## src/verilog/cdr_pkg.sv

```systemverilog
// Constants and types of the canceller diagnostic control and reset-mode block
// Contract
// - Instability event clears both canceller coefficient sets
// - Bit 15 set blocks instability coefficient clearing
// - Half-duplex tone clears acoustic, forces receive
// - Full-duplex tone freezes acoustic coefficients
// - Bit 13 clear: acoustic path change clears
// - Bit 12 clear: network path change clears
// - Bits 11 and 10 bypass pre-emphasis filters
// - Bit 9 removes acoustic canceller
// - Bit 8 removes network canceller
// - Bits 7-6 select acoustic sidetone level
// - Bits 5-4 select network sidetone level
// - Reset low powers down, stops oscillator
// - Release: oscillator, 4 ms, clocks, calibration
// - Mode write in window, else cold
// - Decode 0000/0006/8000/8006 as reset modes
// - Mode values also land in registers 0/3; here 0006 is cleared from register 3 at apply, so only 8000/8006 remain
// - Cold reset clears and restores defaults
// - Warm reset keeps canceller coefficients
// - Timer halts operation unless early exit
package cdr_pkg;

  // ----------------------------------------------------------------
  // Register map (byte addresses)
  // ----------------------------------------------------------------
  localparam logic [7:0] ADDR_DIAG   = 8'h00;
  localparam logic [7:0] ADDR_MODE   = 8'h04;
  localparam logic [7:0] ADDR_REG0   = 8'h08;
  localparam logic [7:0] ADDR_REG3   = 8'h0c;
  localparam logic [7:0] ADDR_STATUS = 8'h10;

  // ----------------------------------------------------------------
  // Diagnostic register fields
  // ----------------------------------------------------------------
  localparam int BIT_INST_OFF = 15;
  localparam int BIT_TONE_OFF = 14;
  localparam int BIT_APC_OFF  = 13;
  localparam int BIT_NPC_OFF  = 12;
  localparam int BIT_APF_OFF  = 11;
  localparam int BIT_NPF_OFF  = 10;
  localparam int BIT_AEC_OFF  = 9;
  localparam int BIT_NEC_OFF  = 8;
  localparam int ACOUSTIC_SIDETONE_LEVEL_HI      = 7;
  localparam int ACOUSTIC_SIDETONE_LEVEL_LO      = 6;
  localparam int NETWORK_SIDETONE_LEVEL_HI      = 5;
  localparam int NETWORK_SIDETONE_LEVEL_LO      = 4;

  localparam logic [15:0] DIAG_RST = 16'h0000;
  localparam logic [15:0] REG0_RST = 16'h0000;
  localparam logic [15:0] REG3_RST = 16'h0000;

  // ----------------------------------------------------------------
  // Reset-mode words
  // ----------------------------------------------------------------
  localparam logic [15:0] MODE_COLD_TIMED = 16'h0000;
  localparam logic [15:0] MODE_WARM_TIMED = 16'h0006;
  localparam logic [15:0] MODE_COLD_NOW   = 16'h8000;
  localparam logic [15:0] MODE_WARM_NOW   = 16'h8006;

  // ----------------------------------------------------------------
  // Timing
  // ----------------------------------------------------------------
  localparam int CLK_HZ            = 10_000_000;
  localparam int OSC_START_MS      = 4;
  localparam int OSC_START_CYC     = OSC_START_MS * (CLK_HZ / 1000);
  localparam int RESET_WINDOW_MS   = 20;
  localparam int RESET_WINDOW_CYC  = RESET_WINDOW_MS * (CLK_HZ / 1000);
  localparam int COLD_TIMEOUT_MS   = 20;
  localparam int COLD_TIMEOUT_CYC  = COLD_TIMEOUT_MS * (CLK_HZ / 1000);
  localparam int CNT_W             = 24;

  typedef enum logic [0:0] {
    PH_WAIT,
    PH_RUN
  } cdr_phase_t;

  typedef struct packed {
    cdr_phase_t       phase;
    logic [CNT_W-1:0] cnt;
    logic [15:0]      diag;
    logic [15:0]      reg0;
    logic [15:0]      reg3;
    logic             mode_seen;
    logic             warm_sel;
    logic             imm_sel;
    logic             last_warm;
    logic             waitreq;
    logic [31:0]      rdata;
    logic             osc_en;
    logic             pdown;
    logic             clk_run;
    logic             conv_rst;
    logic             cal_start;
    logic             clr_a;
    logic             clr_n;
    logic             freeze_a;
    logic             force_rx;
  } cdr_state_t;

endpackage

```

## src/verilog/cdr_ctrl.sv

```systemverilog
// Diagnostic control register, reset sequencer and Avalon-MM slave
//
// The Avalon-MM slave port and the register addresses were chosen for this implementation.
`timescale 1ns/10ps
module cdr_ctrl #(
  parameter int unsigned OSC_CYC  = cdr_pkg::OSC_START_CYC,
  parameter int unsigned WRST_CYC = cdr_pkg::RESET_WINDOW_CYC,
  parameter int unsigned CRST_CYC = cdr_pkg::COLD_TIMEOUT_CYC
) (
  input  wire logic        clk,
  input  wire logic        arst_n,
  input  wire logic [7:0]  avs_address,
  input  wire logic        avs_read,
  input  wire logic        avs_write,
  input  wire logic [31:0] avs_writedata,
  input  wire logic [3:0]  avs_byteenable,
  output logic      [31:0] avs_readdata,
  output logic             avs_waitrequest,
  input  wire logic        instability_evt,
  input  wire logic        tone_detect,
  input  wire logic        acoustic_path_evt,
  input  wire logic        network_path_evt,
  input  wire logic        full_duplex,
  output logic             osc_enable,
  output logic             powerdown,
  output logic             clocks_run,
  output logic             converter_reset,
  output logic             calibrate_start,
  output logic             reset_was_warm,
  output logic             device_running,
  output logic             acoustic_coef_clear,
  output logic             network_coef_clear,
  output logic             acoustic_coef_freeze,
  output logic             force_receive,
  output logic             acoustic_preemph_off,
  output logic             network_preemph_off,
  output logic             acoustic_canceller_off,
  output logic             network_canceller_off,
  output logic      [1:0]  acoustic_sidetone_level,
  output logic      [1:0]  network_sidetone_level
);

  localparam logic [23:0] OSC_N  = 24'(OSC_CYC);
  localparam logic [23:0] WRST_N = 24'(WRST_CYC);
  localparam logic [23:0] CRST_N = 24'(CRST_CYC);

  cdr_pkg::cdr_state_t s_reg;
  cdr_pkg::cdr_state_t s_next;

  logic        req;
  logic        acc;
  logic        wr_acc;
  logic        running;
  logic        window_open;
  logic        mode_wr;
  logic        mode_ok;
  logic [15:0] wdat;
  logic [15:0] status;

  assign req         = avs_read | avs_write;
  assign acc         = req & ~s_reg.waitreq;
  assign wr_acc      = avs_write & ~s_reg.waitreq;
  assign running     = (s_reg.phase == cdr_pkg::PH_RUN);
  assign window_open = ~running & (s_reg.cnt < WRST_N);
  assign wdat        = avs_writedata[15:0];
  assign mode_wr     = wr_acc & (avs_address == cdr_pkg::ADDR_MODE)
                       & (&avs_byteenable[1:0]);
  assign mode_ok     = (wdat == cdr_pkg::MODE_COLD_TIMED)
                       | (wdat == cdr_pkg::MODE_WARM_TIMED)
                       | (wdat == cdr_pkg::MODE_COLD_NOW)
                       | (wdat == cdr_pkg::MODE_WARM_NOW);
  assign status = {8'h00, s_reg.force_rx, s_reg.freeze_a, window_open,
                   s_reg.mode_seen, s_reg.last_warm, s_reg.osc_en,
                   s_reg.clk_run, running};

  // ----------------------------------------------------------------
  // Next-state logic
  // ----------------------------------------------------------------
  always_comb begin
    logic apply;
    logic cold;
    apply  = 1'b0;
    cold   = 1'b0;
    s_next = s_reg;
    s_next.conv_rst  = 1'b0;
    s_next.cal_start = 1'b0;
    s_next.clr_a     = 1'b0;
    s_next.clr_n     = 1'b0;
    s_next.freeze_a  = 1'b0;
    s_next.force_rx  = 1'b0;
    // Oscillator runs from the first edge after release
    s_next.osc_en = 1'b1;
    s_next.pdown  = 1'b0;

    // Bus handshake: one wait cycle, then a single-cycle answer
    s_next.waitreq = ~(req & s_reg.waitreq);
    if (req & s_reg.waitreq) begin
      case (avs_address)
        cdr_pkg::ADDR_DIAG:   s_next.rdata = {16'h0000, s_reg.diag};
        cdr_pkg::ADDR_REG0:   s_next.rdata = {16'h0000, s_reg.reg0};
        cdr_pkg::ADDR_REG3:   s_next.rdata = {16'h0000, s_reg.reg3};
        cdr_pkg::ADDR_STATUS: s_next.rdata = {16'h0000, status};
        default:              s_next.rdata = 32'h0000_0000;
      endcase
    end

    // Reset sequencer
    if (!running) begin
      if (s_reg.cnt != 24'hff_ffff) begin
        s_next.cnt = s_reg.cnt + 24'h00_0001;
      end
      // Digital clocks start after the oscillator settles
      if (s_reg.cnt == OSC_N) begin
        s_next.clk_run = 1'b1;
      end
      if (mode_wr & mode_ok & window_open & ~s_reg.mode_seen) begin
        s_next.mode_seen = 1'b1;
        s_next.warm_sel  = wdat[2] & wdat[1];
        s_next.imm_sel   = wdat[15];
      end
      // Operation halts until the timer ends or an early exit
      apply = s_reg.clk_run
              & (s_next.imm_sel | (s_reg.cnt >= CRST_N));
    end

    if (apply) begin
      cold               = ~s_next.warm_sel;
      s_next.phase       = cdr_pkg::PH_RUN;
      s_next.last_warm   = s_next.warm_sel;
      s_next.conv_rst    = 1'b1;
      s_next.cal_start   = 1'b1;
      s_next.diag        = cdr_pkg::DIAG_RST;
      // An immediate mode word may arrive before the clocks run, so it is restored here
      s_next.reg0        = (s_next.imm_sel & ~s_next.warm_sel)
                           ? cdr_pkg::MODE_COLD_NOW : cdr_pkg::REG0_RST;
      s_next.reg3        = (s_next.imm_sel & s_next.warm_sel)
                           ? cdr_pkg::MODE_WARM_NOW : cdr_pkg::REG3_RST;
      // Warm reset leaves both coefficient sets untouched
      s_next.clr_a       = cold;
      s_next.clr_n       = cold;
    end

    // Register writes land after the defaults, so a mode word wins
    if (wr_acc) begin
      case (avs_address)
        cdr_pkg::ADDR_DIAG: begin
          if (avs_byteenable[0]) s_next.diag[7:0]  = wdat[7:0];
          if (avs_byteenable[1]) s_next.diag[15:8] = wdat[15:8];
        end
        cdr_pkg::ADDR_REG0: begin
          if (avs_byteenable[0]) s_next.reg0[7:0]  = wdat[7:0];
          if (avs_byteenable[1]) s_next.reg0[15:8] = wdat[15:8];
        end
        cdr_pkg::ADDR_REG3: begin
          if (avs_byteenable[0]) s_next.reg3[7:0]  = wdat[7:0];
          if (avs_byteenable[1]) s_next.reg3[15:8] = wdat[15:8];
        end
        cdr_pkg::ADDR_MODE: begin
          if (mode_wr & window_open) begin
            if (wdat == cdr_pkg::MODE_COLD_NOW) begin
              s_next.reg0 = wdat;
            end
            if ((wdat == cdr_pkg::MODE_WARM_TIMED)
                | (wdat == cdr_pkg::MODE_WARM_NOW)) begin
              s_next.reg3 = wdat;
            end
          end
        end
        default: begin
        end
      endcase
    end

    // Detector reactions, only once the device is running
    if (running) begin
      if (instability_evt & ~s_reg.diag[cdr_pkg::BIT_INST_OFF]) begin
        s_next.clr_a = 1'b1;
        s_next.clr_n = 1'b1;
      end
      if (tone_detect & ~s_reg.diag[cdr_pkg::BIT_TONE_OFF]) begin
        if (full_duplex) begin
          s_next.freeze_a = 1'b1;
        end else begin
          s_next.clr_a    = 1'b1;
          s_next.force_rx = 1'b1;
        end
      end
      if (acoustic_path_evt & ~s_reg.diag[cdr_pkg::BIT_APC_OFF]) begin
        s_next.clr_a = 1'b1;
      end
      if (network_path_evt & ~s_reg.diag[cdr_pkg::BIT_NPC_OFF]) begin
        s_next.clr_n = 1'b1;
      end
    end
  end

  // ----------------------------------------------------------------
  // State register
  // ----------------------------------------------------------------
  always_ff @(posedge clk or negedge arst_n) begin
    if (!arst_n) begin
      s_reg           <= '0;
      s_reg.phase     <= cdr_pkg::PH_WAIT;
      s_reg.diag      <= cdr_pkg::DIAG_RST;
      s_reg.reg0      <= cdr_pkg::REG0_RST;
      s_reg.reg3      <= cdr_pkg::REG3_RST;
      s_reg.waitreq   <= 1'b1;
      // Held reset is powerdown: oscillator stopped
      s_reg.pdown     <= 1'b1;
      s_reg.osc_en    <= 1'b0;
    end else begin
      s_reg <= s_next;
    end
  end

  // ----------------------------------------------------------------
  // Outputs
  // ----------------------------------------------------------------
  assign avs_readdata            = s_reg.rdata;
  assign avs_waitrequest         = s_reg.waitreq;
  assign osc_enable              = s_reg.osc_en;
  assign powerdown               = s_reg.pdown;
  assign clocks_run              = s_reg.clk_run;
  assign converter_reset         = s_reg.conv_rst;
  assign calibrate_start         = s_reg.cal_start;
  assign reset_was_warm          = s_reg.last_warm;
  assign device_running          = (s_reg.phase == cdr_pkg::PH_RUN);
  assign acoustic_coef_clear     = s_reg.clr_a;
  assign network_coef_clear      = s_reg.clr_n;
  assign acoustic_coef_freeze    = s_reg.freeze_a;
  assign force_receive           = s_reg.force_rx;
  assign acoustic_preemph_off    = s_reg.diag[cdr_pkg::BIT_APF_OFF];
  assign network_preemph_off     = s_reg.diag[cdr_pkg::BIT_NPF_OFF];
  // Duplex decision logic drops a canceller flagged here
  assign acoustic_canceller_off  = s_reg.diag[cdr_pkg::BIT_AEC_OFF];
  assign network_canceller_off   = s_reg.diag[cdr_pkg::BIT_NEC_OFF];
  assign acoustic_sidetone_level =
    s_reg.diag[cdr_pkg::ACOUSTIC_SIDETONE_LEVEL_HI:cdr_pkg::ACOUSTIC_SIDETONE_LEVEL_LO];
  assign network_sidetone_level  =
    s_reg.diag[cdr_pkg::NETWORK_SIDETONE_LEVEL_HI:cdr_pkg::NETWORK_SIDETONE_LEVEL_LO];
endmodule

```

## config.mk

```make
export PLATFORM = sky130hd
export DESIGN_NAME = cdr_ctrl
export DESIGN_NICKNAME = d
export VERILOG_FILES = /design/src/verilog/cdr_pkg.sv /design/src/verilog/cdr_ctrl.sv
export SDC_FILE = /design/constraint.sdc
export NUM_CORES = 1
export LEC_CHECK = 0
export BUFFER_PORTS_ARGS = -buffer_cell sky130_fd_sc_hd__buf_4
export CORE_MARGIN = 3
export CORE_UTILIZATION = 51
export CTS_CLUSTER_DIAMETER = 120
export CTS_CLUSTER_SIZE = 12
export DETAILED_ROUTE_END_ITERATION = 8
export PLACE_DENSITY = 0.74
export RECOVER_POWER = 50
export SETUP_SLACK_MARGIN = 0.02
export SLEW_MARGIN = 40
export SYNTH_ARGS = -nofsm -noshare
export SYNTH_HDL_FRONTEND = slang
export SYNTH_SLANG_ARGS = --single-unit
```

## constraint.sdc

```tcl
create_clock -name clk -period 2.2 [get_ports clk]
set_clock_uncertainty 0.2 [all_clocks]
set_input_delay 0.11 -clock clk [delete_from_list [all_inputs] [get_ports clk]]
set_output_delay 0.11 -clock clk [all_outputs]
set_load 0.005 [all_outputs]
```

==> flow_metrics.env <==
export IMPL_synth_cell_types=65
export IMPL_worstReg2RegEnd="s_reg[49]$_DFF_PN0_"
export IMPL_start_util_pct=53.2
export IMPL_swShare_pct=24.5
export IMPL_cts_tree="yes"
export IMPL_antenna_found_initial=1
export IMPL_drcViolationCount=0
export IMPL_start_kind="flop"
export IMPL_yosys_area_share_simple_pct=22.2
export IMPL_grt_usage_pct=27.7
export IMPL_layout_common_cells="buf_4, nand2_1, dfrtp_1, o21ai_2, dlygate4sd3_1"
export IMPL_synth_mux_area_share_pct=2.74
export IMPL_rows=37
export IMPL_violations="setup timing"
export IMPL_drtAntennaViolNets=0
export IMPL_period_share_pct=105
export IMPL_end_kind="flop"
export IMPL_max_freq_mhz=431
export IMPL_p_leak_nw=3.57
export IMPL_ys_flop_type="dfrtp_1"
export IMPL_synth_xor_area_share_pct=3.77
export IMPL_dp_hpwl_mm=12.1
export IMPL_drv_cap=0
export IMPL_rsz0062_at_grt="true"
export IMPL_nets=818
export IMPL_drt_initial_drc_count=415
export IMPL_cts_root_buffer_cell="clkbuf_8"
export IMPL_cts_clk_slew_worst_paths_ps=90
export IMPL_finalHoldViolCount=0
export IMPL_routedWlPerCell_microns=19.8
export IMPL_p_per_area_nw_per_um2=450
export IMPL_synth_area_leaders="dfrtp_1, nand2_1, buf_4, o21ai_0, a22o_1"
export IMPL_critPathKind="reg2reg"
export IMPL_io_buffers=70
export IMPL_clock_path_buffers=2
export IMPL_synth_top_family_by_area="simple AND/OR/NAND/NOR gates"
export IMPL_antenna_cells=0
export IMPL_cp_required_ps=2280
export IMPL_slew_headroom_pct=38.3
export IMPL_drt_wl_total_mm=17.9
export IMPL_synth_fa_ha_area_share_pct=0.449
export IMPL_grt_pass1_vias=5267
export IMPL_clock_sinks=102
export IMPL_share_comb_of_total_power_pct=10.8
export IMPL_n_fill_cell=772
export IMPL_ys_async_sr_fraction_pct=100
export IMPL_grt_max_degree=49
export IMPL_pin_count=105
export IMPL_r2r_setup_slack_ps=-120
export IMPL_slowest_delay_ps=420
export IMPL_cp_max_fo=2
export IMPL_synth_edff_count=0
export IMPL_hold_path_class="in2reg"
export IMPL_slew_viol_final=0
export IMPL_synth_compound_area_share_pct=17.2
export IMPL_via_count=5390
export IMPL_core_sq_um=10500
export IMPL_grt_pass1_wl_mm=27.3
export IMPL_drive_gt1_share_pct=35.6
export IMPL_pwr_share_clk_pct=33.7
export IMPL_cts_buffers=9
export IMPL_power_frac_seq_pct=55.5
export IMPL_setup_slack_ps=-121
export IMPL_period_needed_ps=2320
export IMPL_largest_reg_flops=67
export IMPL_dieHeight_microns=110
export IMPL_ir_drop_uv=468
export IMPL_p_int_w=0.00260
export IMPL_hold_path_depth=4
export IMPL_place_gp_congestion=0.933
export IMPL_setup_violations=16
export IMPL_die_w_microns=110
export IMPL_critPathTopFamily="simple AND/OR/NAND/NOR gates"
export IMPL_firstDrtPassIters=5
export IMPL_ys_warn_count=0
export IMPL_slowest_stage="dfrtp_1"
export IMPL_viasPerCell=5.98
export IMPL_grt_overflow_total=0
export IMPL_fin_util_pct=73.1
export IMPL_p_sw_w=0.000845
export IMPL_htree_levels=3
export IMPL_design_area_sq_um=7650
export IMPL_die_area_sq_um=12200
export IMPL_cp_arrival_ps=2400
export IMPL_syn_inst=591
export IMPL_ys_ff_latch=102
export IMPL_crit_chain="nor4_4 > o211ai_1 > or3_4 > o21ai_4 > or3b_1 > a32o_1"
export IMPL_yosysTopAreaCell="dfrtp_1"
export IMPL_synthToLayoutAreaGrowth_pct=37.4
export IMPL_ys_seq_area_share_pct=45.9
export IMPL_path_buf_inv=0
export IMPL_synth_top_area_share_pct=44.9
export IMPL_hold_path_startpoint="avs_writedata[3]"
export IMPL_pre_cts_ws_ps=-383
export IMPL_final_common_cell="buf_4"
export IMPL_whs_endpoint="s_reg[49]$_DFF_PN0_"
export IMPL_timing_rr_start="s_reg[114]$_DFFE_PN0P_"
export IMPL_p_total_w=0.00345
export IMPL_place_area_sq_um=6720
export IMPL_status="finished with violations"
export IMPL_reg2reg_depth=6
export IMPL_synth_area_per_cell_sq_um=9.42
export IMPL_insertion_delay_ps=380
export IMPL_netlist_area_sq_um=5570
export IMPL_tightest_slew_ps=925
==> kinds of logic (layout without fill, tap and decap cells) <==
| kind of cell | Yosys count | after routing |
|---|---|---|
| adder cells (fa/ha/maj) | 2 | 2 |
| other | 2 | 18 |
| AO/OA/AOI/OAI | 142 | 142 |
| flip-flops | 102 | 102 |
| multiplexers | 14 | 15 |
| AND/OR/NAND/NOR | 234 | 234 |
| buffers and inverters | 71 | 228 |
| XOR/XNOR | 24 | 24 |
==> worst max-delay path by stage <==
stage                                      to                   start  cells after the start
after global routing      s_reg[90]$_DFF_PN0_  s_reg[114]$_DFFE_PN0P_                     10
after floorplan           s_reg[49]$_DFF_PN0_  s_reg[114]$_DFFE_PN0P_                      6
final                     s_reg[49]$_DFF_PN0_  s_reg[114]$_DFFE_PN0P_                      6
after CTS                 s_reg[49]$_DFF_PN0_  s_reg[115]$_DFFE_PN0P_                      6
after detailed placement  s_reg[74]$_DFF_PN0_       avs_writedata[11]                      7
after global placement    s_reg[75]$_DFF_PN0_       avs_writedata[11]                      7
==> metrics by stage <==
stage / instances / hold slack (ps) / TNS (ps)
3_3_place_gp: 849 / -93.8 / -8230
4_1_cts: 888 / 1.37 / -709
2_1_floorplan: 607 / -386 / -210
6_report: 901 / 21.4 / -1030
3_5_place_dp: 849 / -92.8 / -10430
5_1_grt: 901 / 27.3 / -7290
==> area by class of cell <==
class | instances | area (sq um) | share of cell area, %
multi-input cells | 435 | 3020 | 39.4
flip-flops and latches | 102 | 2550 | 33.4
repair buffers | 203 | 1680 | 21.9
well taps | 136 | 170 | 2.22
clock buffers | 11 | 141 | 1.85
inverters | 12 | 52.6 | 0.687
clock inverters | 2 | 35.0 | 0.458
==> what timing repair did <==
item,CTS,global route
hold endpoints to repair,146,1
buffers inserted,2,11
cloned,0,3
endpoints found under the setup margin,52,70
gates resized for setup,24,88
pin swaps,4,41
hold buffers,24,1
==> worst min-delay path, stage by stage <==
cell	delay, ps
buf_4	90
buf_4	120
o21a_1	120
a32o_1	120
==> power by group through the flow <==
stage	Sequential, W	Combinational (W)	Clock (W)
2_1_floorplan	0.00195	0.000129	0
3_5_place_dp	0.00195	0.000315	0
3_3_place_gp	0.00195	0.000312	0
6_report	0.00191	0.000371	0.00116
4_1_cts	0.00191	0.000352	0.00119
5_1_grt	0.00192	0.000399	0.00125
==> per-layer routing <==
layer	track usage [%]	part of all wire (%)	vias to the layer above
met5	0	0.073	-
met4	12.4	4.7	2
met3	5.48	8.5	66
met2	44.6	47	291
met1	36.3	40	2609
li1	-	-	2422
==> synthesized netlist by cell type (12+ instances only) <==
master and count:
nand2_1 108, dfrtp_1 100, o21ai_0 47, buf_4 39, a22o_1 21, a22oi_1 18, xnor2_1 17, nand3_1 16
o21ai_1 14, and3_1 12, nor3_1 12
(Power assumes the default switching activity.)
